<file path="src/hdl/crb_defs.svh">
`ifndef CRB_DEFS_SVH
`define CRB_DEFS_SVH

// clock and line timing
`define CRB_CLK_PERIOD_NS 100
`define CRB_LINE_RATE_HZ 70000
`define CRB_TIMEOUT_MS 16
`define CRB_TIMEOUT_CYC ((`CRB_TIMEOUT_MS * 1000000) / `CRB_CLK_PERIOD_NS)
`define CRB_BIT_THRESH_CYC ((1000000000 / (2 * `CRB_LINE_RATE_HZ)) / `CRB_CLK_PERIOD_NS)
`define CRB_CNT_W 18

// command recognition
`define CRB_CMD_LEN 6
`define CRB_RDBK_CMD 6'h0d
`define CRB_FIFO_DEPTH 8

// readback stream layout
`define CRB_STREAM_BITS 59
`define CRB_EXIT_EDGE 61
`define CRB_POS_REV 0
`define CRB_POS_CAL 3
`define CRB_POS_WRITTEN 9
`define CRB_POS_LOCK 10
`define CRB_POS_WORDS 11
`define CRB_NUM_WORDS 6
`define CRB_REVISION 3'h5

// config word zero fields, stored byte is word bits 10..3
`define CRB_W0_WIDTH 11
`define CRB_W0_SEL_LSB 0
`define CRB_W0_OSC 3
`define CRB_W0_PRESC_LSB 4
`define CRB_W0_OUTDIV_LSB 6
`define CRB_W0_DRV 9
`define CRB_W0_RSVD 10
`define CRB_W0_STORED_LSB 3

// prescaler divide values by code
`define CRB_PRESC_00 3'h5
`define CRB_PRESC_01 3'h3
`define CRB_PRESC_10 3'h4
`define CRB_PRESC_11 3'h2

`endif

</file>
<file path="src/hdl/crb_pkg.sv">
package crb_pkg;
  typedef enum logic {crb_normal, crb_readback} crb_mode_t;
endpackage

</file>
<file path="src/hdl/crb_fifo.sv">
`timescale 1ns/1ps
`default_nettype none
module crb_fifo #(
  parameter int WIDTH = 1,
  parameter int DEPTH = 8
) (
  input wire logic clk,
  input wire logic rst,
  input wire logic in_valid,
  output logic in_ready,
  input wire logic [WIDTH-1:0] in_data,
  output logic out_valid,
  input wire logic out_ready,
  output logic [WIDTH-1:0] out_data
);
  localparam int AW = $clog2(DEPTH);
  logic [WIDTH-1:0] mem [DEPTH];
  logic [AW-1:0] wr_q;
  logic [AW-1:0] rd_q;
  logic [AW:0] count_q;
  logic push;
  logic pop;

  // honest full and empty from the occupancy count
  assign in_ready = (count_q != DEPTH[AW:0]);
  assign out_valid = (count_q != '0);
  assign push = in_valid && in_ready;
  assign pop = out_valid && out_ready;
  assign out_data = mem[rd_q];

  // storage, no reset needed on the data itself
  always_ff @(posedge clk) begin
    if (push) begin
      mem[wr_q] <= in_data;
    end
  end

  // pointers wrap since depth is a power of two
  always_ff @(posedge clk or posedge rst) begin
    if (rst) begin
      wr_q <= '0;
      rd_q <= '0;
      count_q <= '0;
    end else begin
      if (push) begin
        wr_q <= wr_q + 1'b1;
      end
      if (pop) begin
        rd_q <= rd_q + 1'b1;
      end
      count_q <= count_q + {{AW{1'b0}}, push} - {{AW{1'b0}}, pop};
    end
  end
endmodule
`default_nettype wire

</file>
<file path="src/hdl/crb_readback.sv">
// Summary of operation
// RULE1: readback command recognised on serial line
// RULE2: after entry the line acts as clock
// RULE3: first clock loads nonvolatile image in parallel
// RULE4: later clocks put next bit on pin
// RULE5: stream is exactly 59 bits
// RULE6: 61st rising edge restores pin, leaves readback
// RULE7: stream bit 0 leaves first
// RULE8: revision msb first, then calibration word
// RULE9: position 9 shows ever-programmed flag
// RULE10: position 10 shows lock; lock blocks rewrite
// RULE11: words five down to zero, msb first
// RULE12: word zero bit 3 picks oscillator
// RULE13: word zero bits 5:4 give prescale code
// RULE14: prescale code sets divide value
// RULE15: word zero bits 8:6 give output divide
// RULE16: word zero bit 9 picks driver type
// RULE17: select code zero, bit 10 reserved
// RULE18: short high is 0, long high 1
// RULE19: overlong pulse abandons entry sequence
// RULE20: output divide codes 1 through 32
// RULE21: prescale codes 5, 3, 4, 2
`timescale 1ns/1ps
`default_nettype none
`include "crb_defs.svh"
module crb_readback
  import crb_pkg::*;
#(
  parameter int TIMEOUT_CYCLES = `CRB_TIMEOUT_CYC
) (
  input wire logic ref_clk,
  input wire logic rst,
  input wire logic serial_config_line,
  input wire logic synth_clock_in,
  input wire logic [47:0] nvm_words,
  input wire logic [5:0] nvm_cal_word,
  input wire logic nvm_written,
  input wire logic nvm_locked,
  output logic clock_output_pin,
  output logic readback_active,
  output logic cmd_fifo_ready,
  output logic bit_dropped,
  output logic oscillator_choice,
  output logic [1:0] prescale_choice,
  output logic [2:0] prescale_divide,
  output logic [2:0] output_divide_choice,
  output logic [5:0] output_divide,
  output logic driver_choice,
  output logic reserved_test_bit,
  output logic [10:0] config_word_zero,
  output logic rewrite_permitted
);
  localparam int CW = `CRB_CNT_W;
  localparam logic [CW-1:0] TIMEOUT = TIMEOUT_CYCLES[CW-1:0];
  localparam logic [CW-1:0] THRESH = CW'(`CRB_BIT_THRESH_CYC);
  localparam logic [5:0] LAST_EDGE = 6'(`CRB_EXIT_EDGE - 1);

  ////////////////////////////////////////////////////////////////////////
  // stream image builder, position index equals shift order

  function automatic logic [`CRB_STREAM_BITS-1:0] stream_image(
    input logic [47:0] words,
    input logic [5:0] cal,
    input logic written,
    input logic locked
  );
    logic [`CRB_STREAM_BITS-1:0] img;
    logic [2:0] rev;
    img = '0;
    rev = `CRB_REVISION;
    for (int i = 0; i < 3; i++) begin
      img[`CRB_POS_REV + i] = rev[2 - i]; // see RULE8
    end
    for (int i = 0; i < 6; i++) begin
      img[`CRB_POS_CAL + i] = cal[5 - i]; // see RULE8
    end
    img[`CRB_POS_WRITTEN] = written; // see RULE9
    img[`CRB_POS_LOCK] = locked; // see RULE10
    // word five first, each msb first
    for (int w = 0; w < `CRB_NUM_WORDS; w++) begin
      for (int b = 0; b < 8; b++) begin
        img[`CRB_POS_WORDS + 8 * w + b] = words[8 * (5 - w) + 7 - b]; // see RULE11
      end
    end
    return img;
  endfunction

  ////////////////////////////////////////////////////////////////////////
  // pin synchroniser and edge detection

  logic line_s1_q;
  logic line_s2_q;
  logic line_s3_q;
  logic rise;
  logic fall;

  // line is asynchronous to ref_clk; s1 only feeds s2
  always_ff @(posedge ref_clk or posedge rst) begin
    if (rst) begin
      line_s1_q <= 1'b0;
      line_s2_q <= 1'b0;
      line_s3_q <= 1'b0;
    end else begin
      line_s1_q <= serial_config_line;
      line_s2_q <= line_s1_q;
      line_s3_q <= line_s2_q;
    end
  end

  assign rise = line_s2_q && !line_s3_q;
  assign fall = !line_s2_q && line_s3_q;

  ////////////////////////////////////////////////////////////////////////
  // pulse width measurement and time-out

  crb_mode_t mode_q;
  logic [CW-1:0] level_cnt_q;
  logic timed_out;

  // counts cycles since the last edge, saturates at the time-out
  always_ff @(posedge ref_clk or posedge rst) begin
    if (rst) begin
      level_cnt_q <= '0;
    end else if (rise || fall) begin
      level_cnt_q <= '0;
    end else if (level_cnt_q != TIMEOUT) begin
      level_cnt_q <= level_cnt_q + 1'b1;
    end
  end

  // one-cycle strobe when a high or low pulse runs too long
  assign timed_out = (level_cnt_q == TIMEOUT - 1'b1) && !(rise || fall); // see RULE19

  ////////////////////////////////////////////////////////////////////////
  // bit decode into the command fifo

  logic dec_valid;
  logic dec_bit;
  logic fifo_in_ready;
  logic fifo_out_valid;
  logic fifo_out_ready;
  logic fifo_out_bit;
  logic dropped_q;

  // decide at the falling edge from the high time; half period splits 0.2t from 0.8t
  assign dec_valid = fall && (mode_q == crb_normal) && (level_cnt_q != TIMEOUT);
  assign dec_bit = (level_cnt_q >= THRESH); // see RULE18
  // drain stalls while reading back, so decoded bits wait their turn
  assign fifo_out_ready = (mode_q == crb_normal);
  assign cmd_fifo_ready = fifo_in_ready;

  crb_fifo #(
    .WIDTH(1),
    .DEPTH(`CRB_FIFO_DEPTH)
  ) u_cmd_fifo (
    .clk(ref_clk),
    .rst(rst),
    .in_valid(dec_valid),
    .in_ready(fifo_in_ready),
    .in_data(dec_bit),
    .out_valid(fifo_out_valid),
    .out_ready(fifo_out_ready),
    .out_data(fifo_out_bit)
  );

  // a bit lost to a full fifo is flagged for one cycle
  always_ff @(posedge ref_clk or posedge rst) begin
    if (rst) begin
      dropped_q <= 1'b0;
    end else begin
      dropped_q <= dec_valid && !fifo_in_ready;
    end
  end

  ////////////////////////////////////////////////////////////////////////
  // command matcher

  logic [`CRB_CMD_LEN-1:0] cmd_bits_q;
  logic [2:0] cmd_cnt_q;
  logic [`CRB_CMD_LEN-1:0] cmd_next;
  logic cmd_pop;
  logic cmd_hit;

  assign cmd_pop = fifo_out_valid && fifo_out_ready;
  assign cmd_next = {cmd_bits_q[`CRB_CMD_LEN-2:0], fifo_out_bit};
  assign cmd_hit = cmd_pop && (cmd_cnt_q >= 3'(`CRB_CMD_LEN - 1)) && (cmd_next == `CRB_RDBK_CMD); // see RULE1

  // history of recent bits; a time-out throws the partial sequence away
  always_ff @(posedge ref_clk or posedge rst) begin
    if (rst) begin
      cmd_bits_q <= '0;
      cmd_cnt_q <= '0;
    end else if (timed_out || cmd_hit) begin
      cmd_bits_q <= '0; // see RULE19
      cmd_cnt_q <= '0;
    end else if (cmd_pop) begin
      cmd_bits_q <= cmd_next;
      if (cmd_cnt_q != 3'(`CRB_CMD_LEN)) begin
        cmd_cnt_q <= cmd_cnt_q + 1'b1;
      end
    end
  end

  ////////////////////////////////////////////////////////////////////////
  // readback sequencer, line used as a clock

  logic [5:0] edge_cnt_q;
  logic [`CRB_STREAM_BITS-1:0] shift_q;
  logic rb_bit_q;
  logic pin_q;

  // mode and edge count; the 61st rising edge ends readback
  always_ff @(posedge ref_clk or posedge rst) begin
    if (rst) begin
      mode_q <= crb_normal;
      edge_cnt_q <= '0;
    end else begin
      unique case (mode_q)
        crb_normal: begin
          if (cmd_hit) begin
            mode_q <= crb_readback; // see RULE2
            edge_cnt_q <= '0;
          end
        end
        crb_readback: begin
          if (rise) begin
            if (edge_cnt_q == LAST_EDGE) begin
              mode_q <= crb_normal; // see RULE6
              edge_cnt_q <= '0;
            end else begin
              edge_cnt_q <= edge_cnt_q + 1'b1;
            end
          end
        end
      endcase
    end
  end

  // first edge loads, edges 2..60 shift out the 59 bits
  always_ff @(posedge ref_clk or posedge rst) begin
    if (rst) begin
      shift_q <= '0;
      rb_bit_q <= 1'b0;
    end else if (mode_q == crb_readback && rise) begin
      if (edge_cnt_q == 6'h00) begin
        shift_q <= stream_image(nvm_words, nvm_cal_word, nvm_written, nvm_locked); // see RULE3
      end else if (edge_cnt_q != LAST_EDGE) begin
        rb_bit_q <= shift_q[0]; // see RULE4, see RULE7
        shift_q <= {1'b0, shift_q[`CRB_STREAM_BITS-1:1]}; // see RULE5
      end
    end
  end

  // pin carries the stream only while reading back, otherwise the clock
  always_ff @(posedge ref_clk or posedge rst) begin
    if (rst) begin
      pin_q <= 1'b0;
    end else if (mode_q == crb_readback) begin
      pin_q <= rb_bit_q; // see RULE4
    end else begin
      pin_q <= synth_clock_in; // see RULE6
    end
  end

  ////////////////////////////////////////////////////////////////////////
  // configuration word zero decode

  logic [7:0] w0_byte;
  logic [10:0] w0_q;
  logic [2:0] presc_div_q;
  logic [5:0] out_div_q;
  logic rewrite_q;

  // only bits 10..3 are stored; the select code of word zero is all zeros
  assign w0_byte = nvm_words[7:0];

  always_ff @(posedge ref_clk or posedge rst) begin
    if (rst) begin
      w0_q <= '0;
    end else begin
      w0_q <= {w0_byte, 3'h0}; // see RULE17
    end
  end

  // prescale code to divide value
  always_ff @(posedge ref_clk or posedge rst) begin
    if (rst) begin
      presc_div_q <= `CRB_PRESC_00;
    end else begin
      unique case (w0_byte[2:1])
        2'h0: presc_div_q <= `CRB_PRESC_00; // see RULE21
        2'h1: presc_div_q <= `CRB_PRESC_01;
        2'h2: presc_div_q <= `CRB_PRESC_10;
        2'h3: presc_div_q <= `CRB_PRESC_11; // see RULE14
      endcase
    end
  end

  // output divide is a power of two; codes above 101 saturate at 32
  always_ff @(posedge ref_clk or posedge rst) begin
    if (rst) begin
      out_div_q <= 6'h01;
    end else if (w0_byte[5:3] > 3'h5) begin
      out_div_q <= 6'h20;
    end else begin
      out_div_q <= 6'h01 << w0_byte[5:3]; // see RULE20
    end
  end

  // a locked memory refuses rewrites
  always_ff @(posedge ref_clk or posedge rst) begin
    if (rst) begin
      rewrite_q <= 1'b0;
    end else begin
      rewrite_q <= !nvm_locked; // see RULE10
    end
  end

  assign oscillator_choice = w0_q[`CRB_W0_OSC]; // see RULE12
  assign prescale_choice = w0_q[`CRB_W0_PRESC_LSB +: 2]; // see RULE13
  assign prescale_divide = presc_div_q;
  assign output_divide_choice = w0_q[`CRB_W0_OUTDIV_LSB +: 3]; // see RULE15
  assign output_divide = out_div_q;
  assign driver_choice = w0_q[`CRB_W0_DRV]; // see RULE16
  assign reserved_test_bit = w0_q[`CRB_W0_RSVD];
  assign config_word_zero = w0_q;
  assign rewrite_permitted = rewrite_q;
  assign clock_output_pin = pin_q;
  assign readback_active = (mode_q == crb_readback);
  assign bit_dropped = dropped_q;

  ////////////////////////////////////////////////////////////////////////
  // checks

  logic [`CRB_STREAM_BITS-1:0] img_q;

  // helper copy of the loaded image for position checks
  always_ff @(posedge ref_clk or posedge rst) begin
    if (rst) begin
      img_q <= '0;
    end else if (mode_q == crb_readback && rise && edge_cnt_q == 6'h00) begin
      img_q <= stream_image(nvm_words, nvm_cal_word, nvm_written, nvm_locked);
    end
  end
endmodule
`default_nettype wire

</file>
<file path="config.mk">
export PLATFORM = sky130hd
export DESIGN_NAME = crb_readback
export DESIGN_NICKNAME = d
export VERILOG_FILES = /design/src/hdl/crb_pkg.sv /design/src/hdl/crb_fifo.sv /design/src/hdl/crb_readback.sv
export VERILOG_INCLUDE_DIRS = /design/src /design/src/hdl
export SDC_FILE = /design/constraint.sdc
export NUM_CORES = 1
export LEC_CHECK = 0
export BUFFER_PORTS_ARGS = -buffer_cell sky130_fd_sc_hd__buf_2
export CAP_MARGIN = 10
export CORE_MARGIN = 2
export CORE_UTILIZATION = 61
export DETAILED_ROUTE_END_ITERATION = 16
export PLACE_DENSITY = 0.85
export REMOVE_ABC_BUFFERS = 1
export SLEW_MARGIN = 5
export SYNTH_ARGS = -nofsm -noshare
export SYNTH_HDL_FRONTEND = slang
export SYNTH_SLANG_ARGS = --single-unit
</file>
<file path="constraint.sdc">
create_clock -name ref_clk -period 10.15 [get_ports ref_clk]
set_clock_uncertainty 0.15 [all_clocks]
set_input_delay 1.015 -clock ref_clk [delete_from_list [all_inputs] [get_ports ref_clk]]
set_output_delay 1.015 -clock ref_clk [all_outputs]
set_load 0.01 [all_outputs]
</file>
==> impl_metrics.json, run 1 <==
{
  "cp_num_buf_inv": 2,
  "via_per_inst": 5.496,
  "cp.arrival_ns": 3.09,
  "drcViolationCount": 0,
  "fmax_mhz": 355.5,
  "coreArea_um2": 9819,
  "dr.pass1.iters": 4,
  "drv_slew": 0,
  "die_x_um": 104.8,
  "grt_max_degree": 121,
  "root_buffer": "clkbuf_8",
  "start_util": 0.6316,
  "antenna_found_initial": 0,
  "numCtsBuffers": 17,
  "critical_path.max_fanout": 9,
  "criticalPathCategory": "reg2reg",
  "crit_required_ns": 10.42,
  "grt_pass1_wl_um": 20930,
  "avgSynthCellArea_um2": 11.06,
  "ant_nets": 0,
  "yosysTopAreaCell": "dfrtp_1",
  "place_inst": 746,
  "crit_chain": "inv_1, ha_1, nor4b_1, nand3_1, or3_1, nand2_4, inv_2, ha_1, fa_1, xor2_1",
  "setup_viol": 0,
  "max_slew_margin": 0.2987,
  "powerDensity_nw_per_um2": 293.5,
  "dp.final_hpwl_um": 7648,
  "clk_latency_ns": 0.54,
  "synth.distinct_cells": 55,
  "crit_slowest_cell": "or3_1",
  "ys_top_cells_by_area": "dfrtp_1 (50%), mux2i_1 (10%), o21ai_0 (5.1%)",
  "synth-seq-cells": 134,
  "hold_path_depth": 0,
  "pin_count": 93,
  "cp.depth": 10,
  "io_buffer_count": 89,
  "tritoncts": "yes",
  "synth_commonest_cells": "dfrtp_1 (123), nand2_1 (82), o21ai_0 (63)",
  "fin_crit_ns": 2.813,
  "gr-total-overflow": 0,
  "synth_cells": 561,
  "synthToLayoutAreaGrowth_pct": 16.08,
  "fin_crit_sh": 0.2771,
  "crit_family": "simple AND/OR/NAND/NOR gates",
  "seq_area_frac_synth": 0.5477,
  "clk_path_buf_depth": 2,
  "grt_pass1_vias": 4388,
  "ir_worst_vdd_mv": 0.1966,
  "postCtsSetupBuffers": 0,
  "dieArea_um2": 10990,
  "synthArstFlopShare": 0.9403,
  "cp_common_cell": "ha_1",
  "die_h_um": 104.8,
  "r2r_cells": 10,
  "cts-hold-fix-buffers": 0,
  "finalHoldViolCount": 0,
  "cap_violations": 0,
  "path_clk_slew_ns": 0.07,
  "critPathLaunchType": "flop",
  "rsz0062_at_grt": "false",
  "place_ws_ns": 7.407,
  "yosysWarnings": 0,
  "end_kind": "flop",
  "critPathMaxStageDelay_ns": 0.53,
  "drive_gt1_frac": 0.2186,
  "hold_class": "reg2reg",
  "grt_use_total": 0.2426,
  "p_leak_nw": 3.574,
  "wirelength_um": 12390,
  "cts_resized": 0,
  "fin_setup_tns_ns": 0,
  "num_antenna_cells": 0,
  "worst_pin_slew_ns": 1.052,
  "wl_per_cell_um": 15.93,
  "gp_congestion": 0.8687,
  "synth_top_cell_area_share": 0.4963,
  "stdcell_count": 778,
  "synth.most_common_cell": "dfrtp_1",
  "synth_flop_cell": "dfrtp_1",
  "via_count": 4276,
  "synth_edf_count": 8,
  "synth_area_um2": 6202,
  "final_nets": 710,
  "drt-initial-drc-count": 228,
  "cts.sinks": 134,
  "setup_ws_ns": 7.337,
  "htreeDepth": 4,
  "num_rows": 36,
  "status": "finished clean"
}
[sequential cells by signal (all words and copies together) (netlist names), 3 cells and up]
register / cells
prescale_divide: 3
u_cmd_fifo.rd_q: 3
u_cmd_fifo.mem: 8
u_cmd_fifo.count_q: 4
shift_q: 59
cmd_cnt_q: 3
edge_cnt_q: 6
cmd_bits_q: 5
output_divide: 6
u_cmd_fifo.wr_q: 3
config_word_zero: 8
level_cnt_q: 18
[power by group]
group | switching [mW] | internal, mW | total [mW]
registers | 0.136 | 0.720 | 0.857
clock network | 0.262 | 0.336 | 0.598
logic | 0.350 | 0.309 | 0.658
total | 0.748 | 1.36 | 2.11
[worst paths after layout]
path / startpoint / to / slack [ns]
max in group asynchronous: rst / shift_q[5] / 8.15
min in group asynchronous: rst / shift_q[18] / 0.49
setup reg to reg: level_cnt_q[0] / u_cmd_fifo.count_q[2] / 7.34
setup / recovery: level_cnt_q[0] / u_cmd_fifo.count_q[2] / 7.34
hold reg to reg: line_s1_q / line_s2_q / 0.21
hold / removal: line_s1_q / line_s2_q / 0.21
[per-layer routing]
| metal | global-route usage | vias up | wire length [um] |
|---|---|---|---|
| met1 | 0.2902 | 2089 | 5075 |
| met5 | 0 | - | 0 |
| li1 | - | 2056 | - |
| met3 | 0.08235 | 21 | 722 |
| met2 | 0.4119 | 110 | 6387 |
| met4 | 0.08190 | 0 | 206 |
[stage by stage]
step / hold slack (ns) / util / cell area [um^2] / power (mW)
6_report: 0.2147 / 0.7332 / 7199 / 2.113
5_1_grt: 0.2170 / 0.7332 / 7199 / 2.249
4_1_cts: 0.2159 / 0.7332 / 7199 / 2.127
3_5_place_dp: 0.1913 / 0.6749 / 6628 / 1.504
3_3_place_gp: 0.1832 / 0.6749 / 6628 / 1.448
2_1_floorplan: 0.1812 / - / 5991 / 1.372
[cell families after synthesis]
kind of cell	after synthesis	share of synthesized area
compound gates	81	0.07727
xor+xnor	22	0.03107
fa+ha+maj	18	0.03752
buf+inv	61	0.04801
flops	134	0.5477
mux	69	0.1176
other cells	1	0.0006046
simple gates	175	0.1402
[layout make-up]
type / instances / area [um^2]
sequential: 134 / 3397
fill: 697 / 2620
multi-input combinational: 368 / 2530
timing repair buffer: 90 / 452.9
clock buffer: 17 / 414.1
tap: 133 / 166.4
clock inverter: 15 / 157.7
inverter: 21 / 81.33
[placed cells by master (no fill, tap or decap), drive strengths merged, types with 2 or more instances in the layout]
cell	Yosys	final
o21ai	63	63
nand2	83	83
dfstp	3	3
and4b	2	2
buf	27	90
nand2b	3	3
or3	3	3
ha	17	17
conb	1	3
edfxtp	8	8
a21boi	3	3
and2	15	15
nor4	3	3
inv	21	31
xor2	6	6
nor2	20	20
nor3	6	6
clkbuf	13	17
nor3b	3	3
clkinv	0	2
dfrtp	123	123
and3	3	3
o2bb2ai	3	3
and3b	2	2
nor4b	6	6
nand3	16	16
clkinvlp	0	2
a211oi	2	2
mux2i	62	62
nand4	4	4
mux4	2	2
mux2	5	5
a21oi	3	3
xnor2	16	16
Power figures use the tool's default switching activity.
==> inputs of run 2 (changes only) <==
CORE_UTILIZATION = 57   (was 61)
PLACE_DENSITY = 0.8   (was 0.85)
clock period = 2.6 ns   (was 10.15 ns; I/O delays follow)
==> run 2 against run 1 <==
Effect of this change: final cell count up 10%; sequential power grew to 3.9 times the previous value; non-clock buffer count increased by 71; worst setup slack got worse by 7.2 ns; combinational power grew to 4.4 times the previous value; first-iteration DRC count rose by 3.9%; largest cell class unchanged; sequential share of layout area shrank 4.7 points; worst hold slack got worse by 0.0099 ns; die area increased by 6.7%; via count grew 8.2%.
==> impl_metrics.json, run 2 (synthesis results as in run 1) <==
{
  "pwr-share-clk": 0.273,
  "num_antenna_cells": 0,
  "final_nets": 781,
  "cp_common_cell": "ha_1",
  "grt_use_total": 0.2623,
  "grt_max_degree": 60,
  "regArea_um2": 3397,
  "start_util": 0.5772,
  "drv_slew": 0,
  "crit_chain": "inv_1, ha_1, nor4b_4, nand3_1, or3_4, nand2_4, inv_2, ha_1, fa_1, xor2_1",
  "wl_per_cell_um": 16.31,
  "clk_path_buf_depth": 2,
  "netSwitchingPower_mw": 2.976,
  "crit_required_ns": 2.87,
  "r2r_start": "level_cnt_q[0]",
  "wirelength_um": 13960,
  "num_rows": 38,
  "antenna_found_initial": 0,
  "gr-total-overflow": 0,
  "die_h_um": 108.3,
  "fillCellCount": 694,
  "finalPower_mw": 8.574,
  "switching_share": 0.3471,
  "numCtsBuffers": 17,
  "r2r_cells": 10,
  "place_ws_ns": 0.07288,
  "clk_latency_ns": 0.53,
  "mostFrequentLayoutCells": "dfrtp_1 (123), buf_2 (89), nand2_1 (82)",
  "multi_input_area_um2": 2556,
  "largest_reg_flops": 59,
  "cp.arrival_ns": 2.74,
  "setup_ws_ns": 0.1260,
  "crit_slowest_cell": "dfrtp_1",
  "rsz0062_at_grt": "false",
  "tritoncts": "yes",
  "end_kind": "flop",
  "setup_viol": 0,
  "top_register": "shift_q",
  "grt_pass1_wl_um": 23480,
  "hold_class": "reg2reg",
  "largestRegisters": "shift_q: 59 flops, level_cnt_q: 18 flops",
  "layout_commonest_cell": "dfrtp_1",
  "dieArea_um2": 11730,
  "p_int_mw": 5.599,
  "worst_pin_slew_ns": 0.7733,
  "root_buffer": "clkbuf_8",
  "gp_congestion": 0.8733,
  "via_count": 4626,
  "hp-start": "line_s1_q",
  "power_frac_comb": 0.335,
  "drt-initial-drc-count": 237,
  "worstHoldEndpoint": "line_s2_q",
  "r2r-end": "u_cmd_fifo.count_q[2]",
  "synthToLayoutAreaGrowth_pct": 28.89,
  "seqPwrFrac": 0.392,
  "fin_crit_ns": 2.474,
  "p_leak_nw": 3.921,
  "hold_path_depth": 0,
  "cap_violations": 0,
  "coreArea_um2": 10750,
  "reg2reg_setup_slack_ns": 0.13,
  "cts.sinks": 134,
  "criticalPathCategory": "reg2reg",
  "powerDensity_nw_per_um2": 1073,
  "drive_gt1_frac": 0.2179,
  "dr.pass1.iters": 4,
  "path_clk_slew_ns": 0.06,
  "io_buffer_count": 89,
  "critPathLaunchType": "flop",
  "finalHoldViolCount": 0,
  "critPathMaxStageDelay_ns": 0.41,
  "die_x_um": 108.3,
  "ant_nets": 0,
  "fmax_mhz": 404.2,
  "ir_worst_vdd_mv": 0.8116,
  "pin_count": 93,
  "drcViolationCount": 0,
  "dp.final_hpwl_um": 8164,
  "critical_path.max_fanout": 4,
  "grt_pass1_vias": 4973,
  "fin_crit_sh": 0.9516,
  "max_slew_margin": 0.4845,
  "status": "finished clean",
  "htreeDepth": 4,
  "via_per_inst": 5.404
}
## run 2: cell count changes in the layout (fill, tap and decap cells not counted), moves of 3 or more
cell / delta
inv_8: -3
inv_6: -4
buf_12: +6
clkinv_2: +3
dlygate4sd3_1: +59
buf_4: +6
## run 2: how the worst max path moves through the flow
stage | slack, ns | to | depth (start not counted) | start
2_1_floorplan | -1.16 | bit_dropped | 1 | rst
3_5_place_dp | 0.07 | u_cmd_fifo.count_q[2] | 10 | level_cnt_q[0]
4_1_cts | 0.04 | u_cmd_fifo.count_q[2] | 10 | level_cnt_q[0]
6_report | 0.13 | u_cmd_fifo.count_q[2] | 10 | level_cnt_q[0]
3_3_place_gp | 0.11 | u_cmd_fifo.count_q[2] | 10 | level_cnt_q[0]
5_1_grt | 0.0006 | u_cmd_fifo.count_q[2] | 10 | level_cnt_q[0]
## run 2: timing repair
| action | 4_1_cts | 5_1_grt |
|---|---|---|
| setup endpoints to repair | 0 | 3 |
| hold endpoints to repair | 133 | 0 |
| resized for setup | 0 | 4 |
| buffers inserted | 0 | 0 |
| hold buffers | 59 | 0 |
## run 2: critical path: cells and delay by family, from the launching register on
family	cells	cell delay [ns]
AND/OR/NAND/NOR	4	0.75
flip-flops	1	0.41
XOR/XNOR	1	0.17
adder cells (fa/ha/maj)	3	0.75
buffers and inverters	2	0.14
## run 2: routing by layer
metal / global-route usage / up-vias / wire [um]
met3: 0.07535 / 29 / 572
li1: - / 2193 / -
met1: 0.3090 / 2289 / 5674
met5: 0 / - / 0
met4: 0.08700 / 0 / 308
met2: 0.4623 / 115 / 7402
## run 2: area by class of cell
type | count | share of cell area
Clock inverter | 14 | 0.01847
Tap cell | 140 | 0.02191
Sequential cell | 134 | 0.4249
Multi-Input combinational cell | 368 | 0.3198
Clock buffer | 18 | 0.05353
Inverter | 21 | 0.01017
Timing Repair Buffer | 161 | 0.1512
## run 2: power by group through the flow
stage	Combinational, mW	Sequential [mW]	Clock (mW)
after floorplan	1.92	3.22	0
after global placement	2.55	3.28	0
after detailed placement	2.72	3.33	0
after CTS	2.82	3.32	2.37
after global routing	3.21	3.44	2.46
final	2.87	3.36	2.34
## run 2: metrics by stage
| stage | cells | instance area [um^2] | hold WS [ns] | TNS, ns | util |
|---|---|---|---|---|---|
| after floorplan | 523 | 5991 | 0.1362 | -190.84 | - |
| after global placement | 765 | 6802 | 0.1855 | 0 | 0.6330 |
| after detailed placement | 765 | 6802 | 0.1926 | 0 | 0.6330 |
| after CTS | 856 | 7968 | 0.2069 | 0 | 0.7415 |
| after global routing | 856 | 7994 | 0.2177 | 0 | 0.7439 |
| final | 856 | 7994 | 0.2048 | 0 | 0.7439 |
==> inputs of run 3 (changes only) <==
clock period = 2.28 ns   (was 2.6 ns; I/O delays follow)
==> run 3 against run 2 <==
Effect of this change: the run now ends with negative setup slack left; register-to-register slack got worse by 0.13 ns; clock power is 3% higher; final area up 1.9%; critical path depth decreased by 2; first-iteration DRC count up 23%; total power rose by 12%; worst hold slack got worse by 0.065 ns; global-route usage is 0.20 points higher; wire length up 2.1%; core utilization grew 1.4 points; combinational power grew 18%; critical endpoint unchanged; largest cell class unchanged; highest routed layer unchanged.
==> impl_metrics.json, run 3 (synthesis results as in run 1) <==
{
  "grt_use_total": 0.2643,
  "path_clk_slew_ns": 0.06,
  "critPathLaunchType": "flop",
  "drcViolationCount": 0,
  "critical_path.max_fanout": 2,
  "root_buffer": "clkbuf_8",
  "violations": "negative setup slack",
  "fmax_mhz": 437.5,
  "wl_per_cell_um": 16.25,
  "gp_congestion": 0.8665,
  "wirelength_um": 14250,
  "finalHoldViolCount": 0,
  "htreeDepth": 4,
  "via_per_inst": 5.385,
  "fin_crit_sh": 1.002,
  "dieArea_um2": 11730,
  "multi_input_area_um2": 2623,
  "io_buffer_count": 89,
  "fin_crit_ns": 2.285,
  "hold_class": "in2async",
  "criticalPathCategory": "reg2reg",
  "clk_latency_ns": 0.54,
  "layout_commonest_cell": "dfrtp_1",
  "status": "complete, but fails checks",
  "start_util": 0.5772,
  "grt_max_degree": 118,
  "largest_reg_flops": 59,
  "largestRegisters": "shift_q: 59 flops, level_cnt_q: 18 flops",
  "gr-total-overflow": 0,
  "ir_worst_vdd_mv": 0.8417,
  "grt_util_met2": 0.4578,
  "max_slew_margin": 0.5687,
  "busiest_layer": "met2",
  "mostFrequentLayoutCells": "dfrtp_1 (122), buf_2 (89), nand2_1 (82)",
  "place_inst": 781,
  "cap_violations": 0,
  "finalPower_mw": 9.628,
  "use_met1": 0.3180,
  "clk_path_buf_depth": 2,
  "via_count": 4723,
  "final_nets": 802,
  "dr.pass1.iters": 4,
  "crit_required_ns": 2.54,
  "powerDensity_nw_per_um2": 1182,
  "stdcell_count": 877,
  "worst_pin_slew_ns": 0.6448,
  "numCtsBuffers": 17,
  "cp.arrival_ns": 2.55,
  "drv_slew": 0,
  "dp.final_hpwl_um": 8257,
  "end_kind": "flop",
  "setup_ws_ns": -0.005483,
  "top_register": "shift_q",
  "synthToLayoutAreaGrowth_pct": 31.29,
  "grt_pass1_wl_um": 23840,
  "die_x_um": 108.3,
  "regArea_um2": 3398,
  "grt.met3_usage": 0.07535,
  "p_leak_nw": 3.993,
  "drive_gt1_frac": 0.2469,
  "grt_pass1_vias": 4968,
  "ant_nets": 0,
  "setup_viol": 1,
  "tritoncts": "yes",
  "drt-initial-drc-count": 292,
  "pin_count": 93,
  "fillCellCount": 701,
  "cts.sinks": 134,
  "antenna_found_initial": 0,
  "die_h_um": 108.3,
  "coreArea_um2": 10750,
  "num_rows": 38,
  "num_antenna_cells": 0,
  "rsz0062_at_grt": "true"
}
## run 3: cell types whose count changed in the layout (fill, tap and decap cells not counted), sizes merged
cell      change
buf          +21
clkinvlp      -1
inv           -3
clkbuf        +6
bufinv        -2
## run 3: repair_timing
item	4_1_cts	5_1_grt
hold buffers	59	0
pin swaps	1	11
endpoints found under the setup margin	3	13
gates resized for setup	6	13
hold endpoints to repair	113	0
setup buffers	1	4
## run 3: critical path: stages, from the launching register on
cell	delay, ns
dfrtp_1	0.40
nor3_1	0.32
nand2_1	0.10
or3_4	0.41
nand2_4	0.09
inv_4	0.04
ha_4	0.15
fa_2	0.35
xor2_1	0.15
## run 3: final timing paths
| kind | from | end | slack (ns) | cells past startpoint |
|---|---|---|---|---|
| min in group ref_clk | nvm_words[0] | config_word_zero[3] | 0.21 | 2 |
| min | rst | shift_q[21] | 0.14 | 3 |
| max reg2reg | level_cnt_q[4] | u_cmd_fifo.count_q[2] | -0.005 | 8 |
| min reg2reg | line_s1_q | line_s2_q | 0.21 | 0 |
| max | level_cnt_q[4] | u_cmd_fifo.count_q[2] | -0.005 | 8 |
| max in group asynchronous | rst | output_divide[0] | 1.15 | 4 |
## run 3: power breakdown
group	internal, mW	switching [mW]	total [mW]
Clock	1.42	1.00	2.42
Sequential	3.21	0.606	3.82
Combinational	1.65	1.73	3.39
## run 3: metrics by stage
step	setup slack (ns)	instance area (um^2)	util	setup TNS, ns	hold WS (ns)
5_1_grt	-0.08856	8143	0.7578	-0.1902	0.1781
6_report	-0.005483	8143	0.7578	-0.005483	0.1399
4_1_cts	0.004174	8039	0.7481	0	0.1403
3_3_place_gp	-0.1474	6897	0.6418	-0.2239	0.1436
3_5_place_dp	-0.1801	6897	0.6418	-0.3484	0.1493
2_1_floorplan	-1.449	5991	-	-247.25	0.1042
## run 3: routing by layer
layer / wire length [um] / part of all wire
met1: 5800 / 0.41
met2: 7527 / 0.53
met3: 639 / 0.045
met4: 285 / 0.020
met5: 0 / 0
## run 3: cell type report
type	instances	area share
Clock buffer	24	0.05793
Clock inverter	8	0.006146
Inverter	21	0.01030
Multi-Input combinational cell	368	0.3221
Sequential cell	134	0.4173
Tap cell	140	0.02151
Timing Repair Buffer	182	0.1647
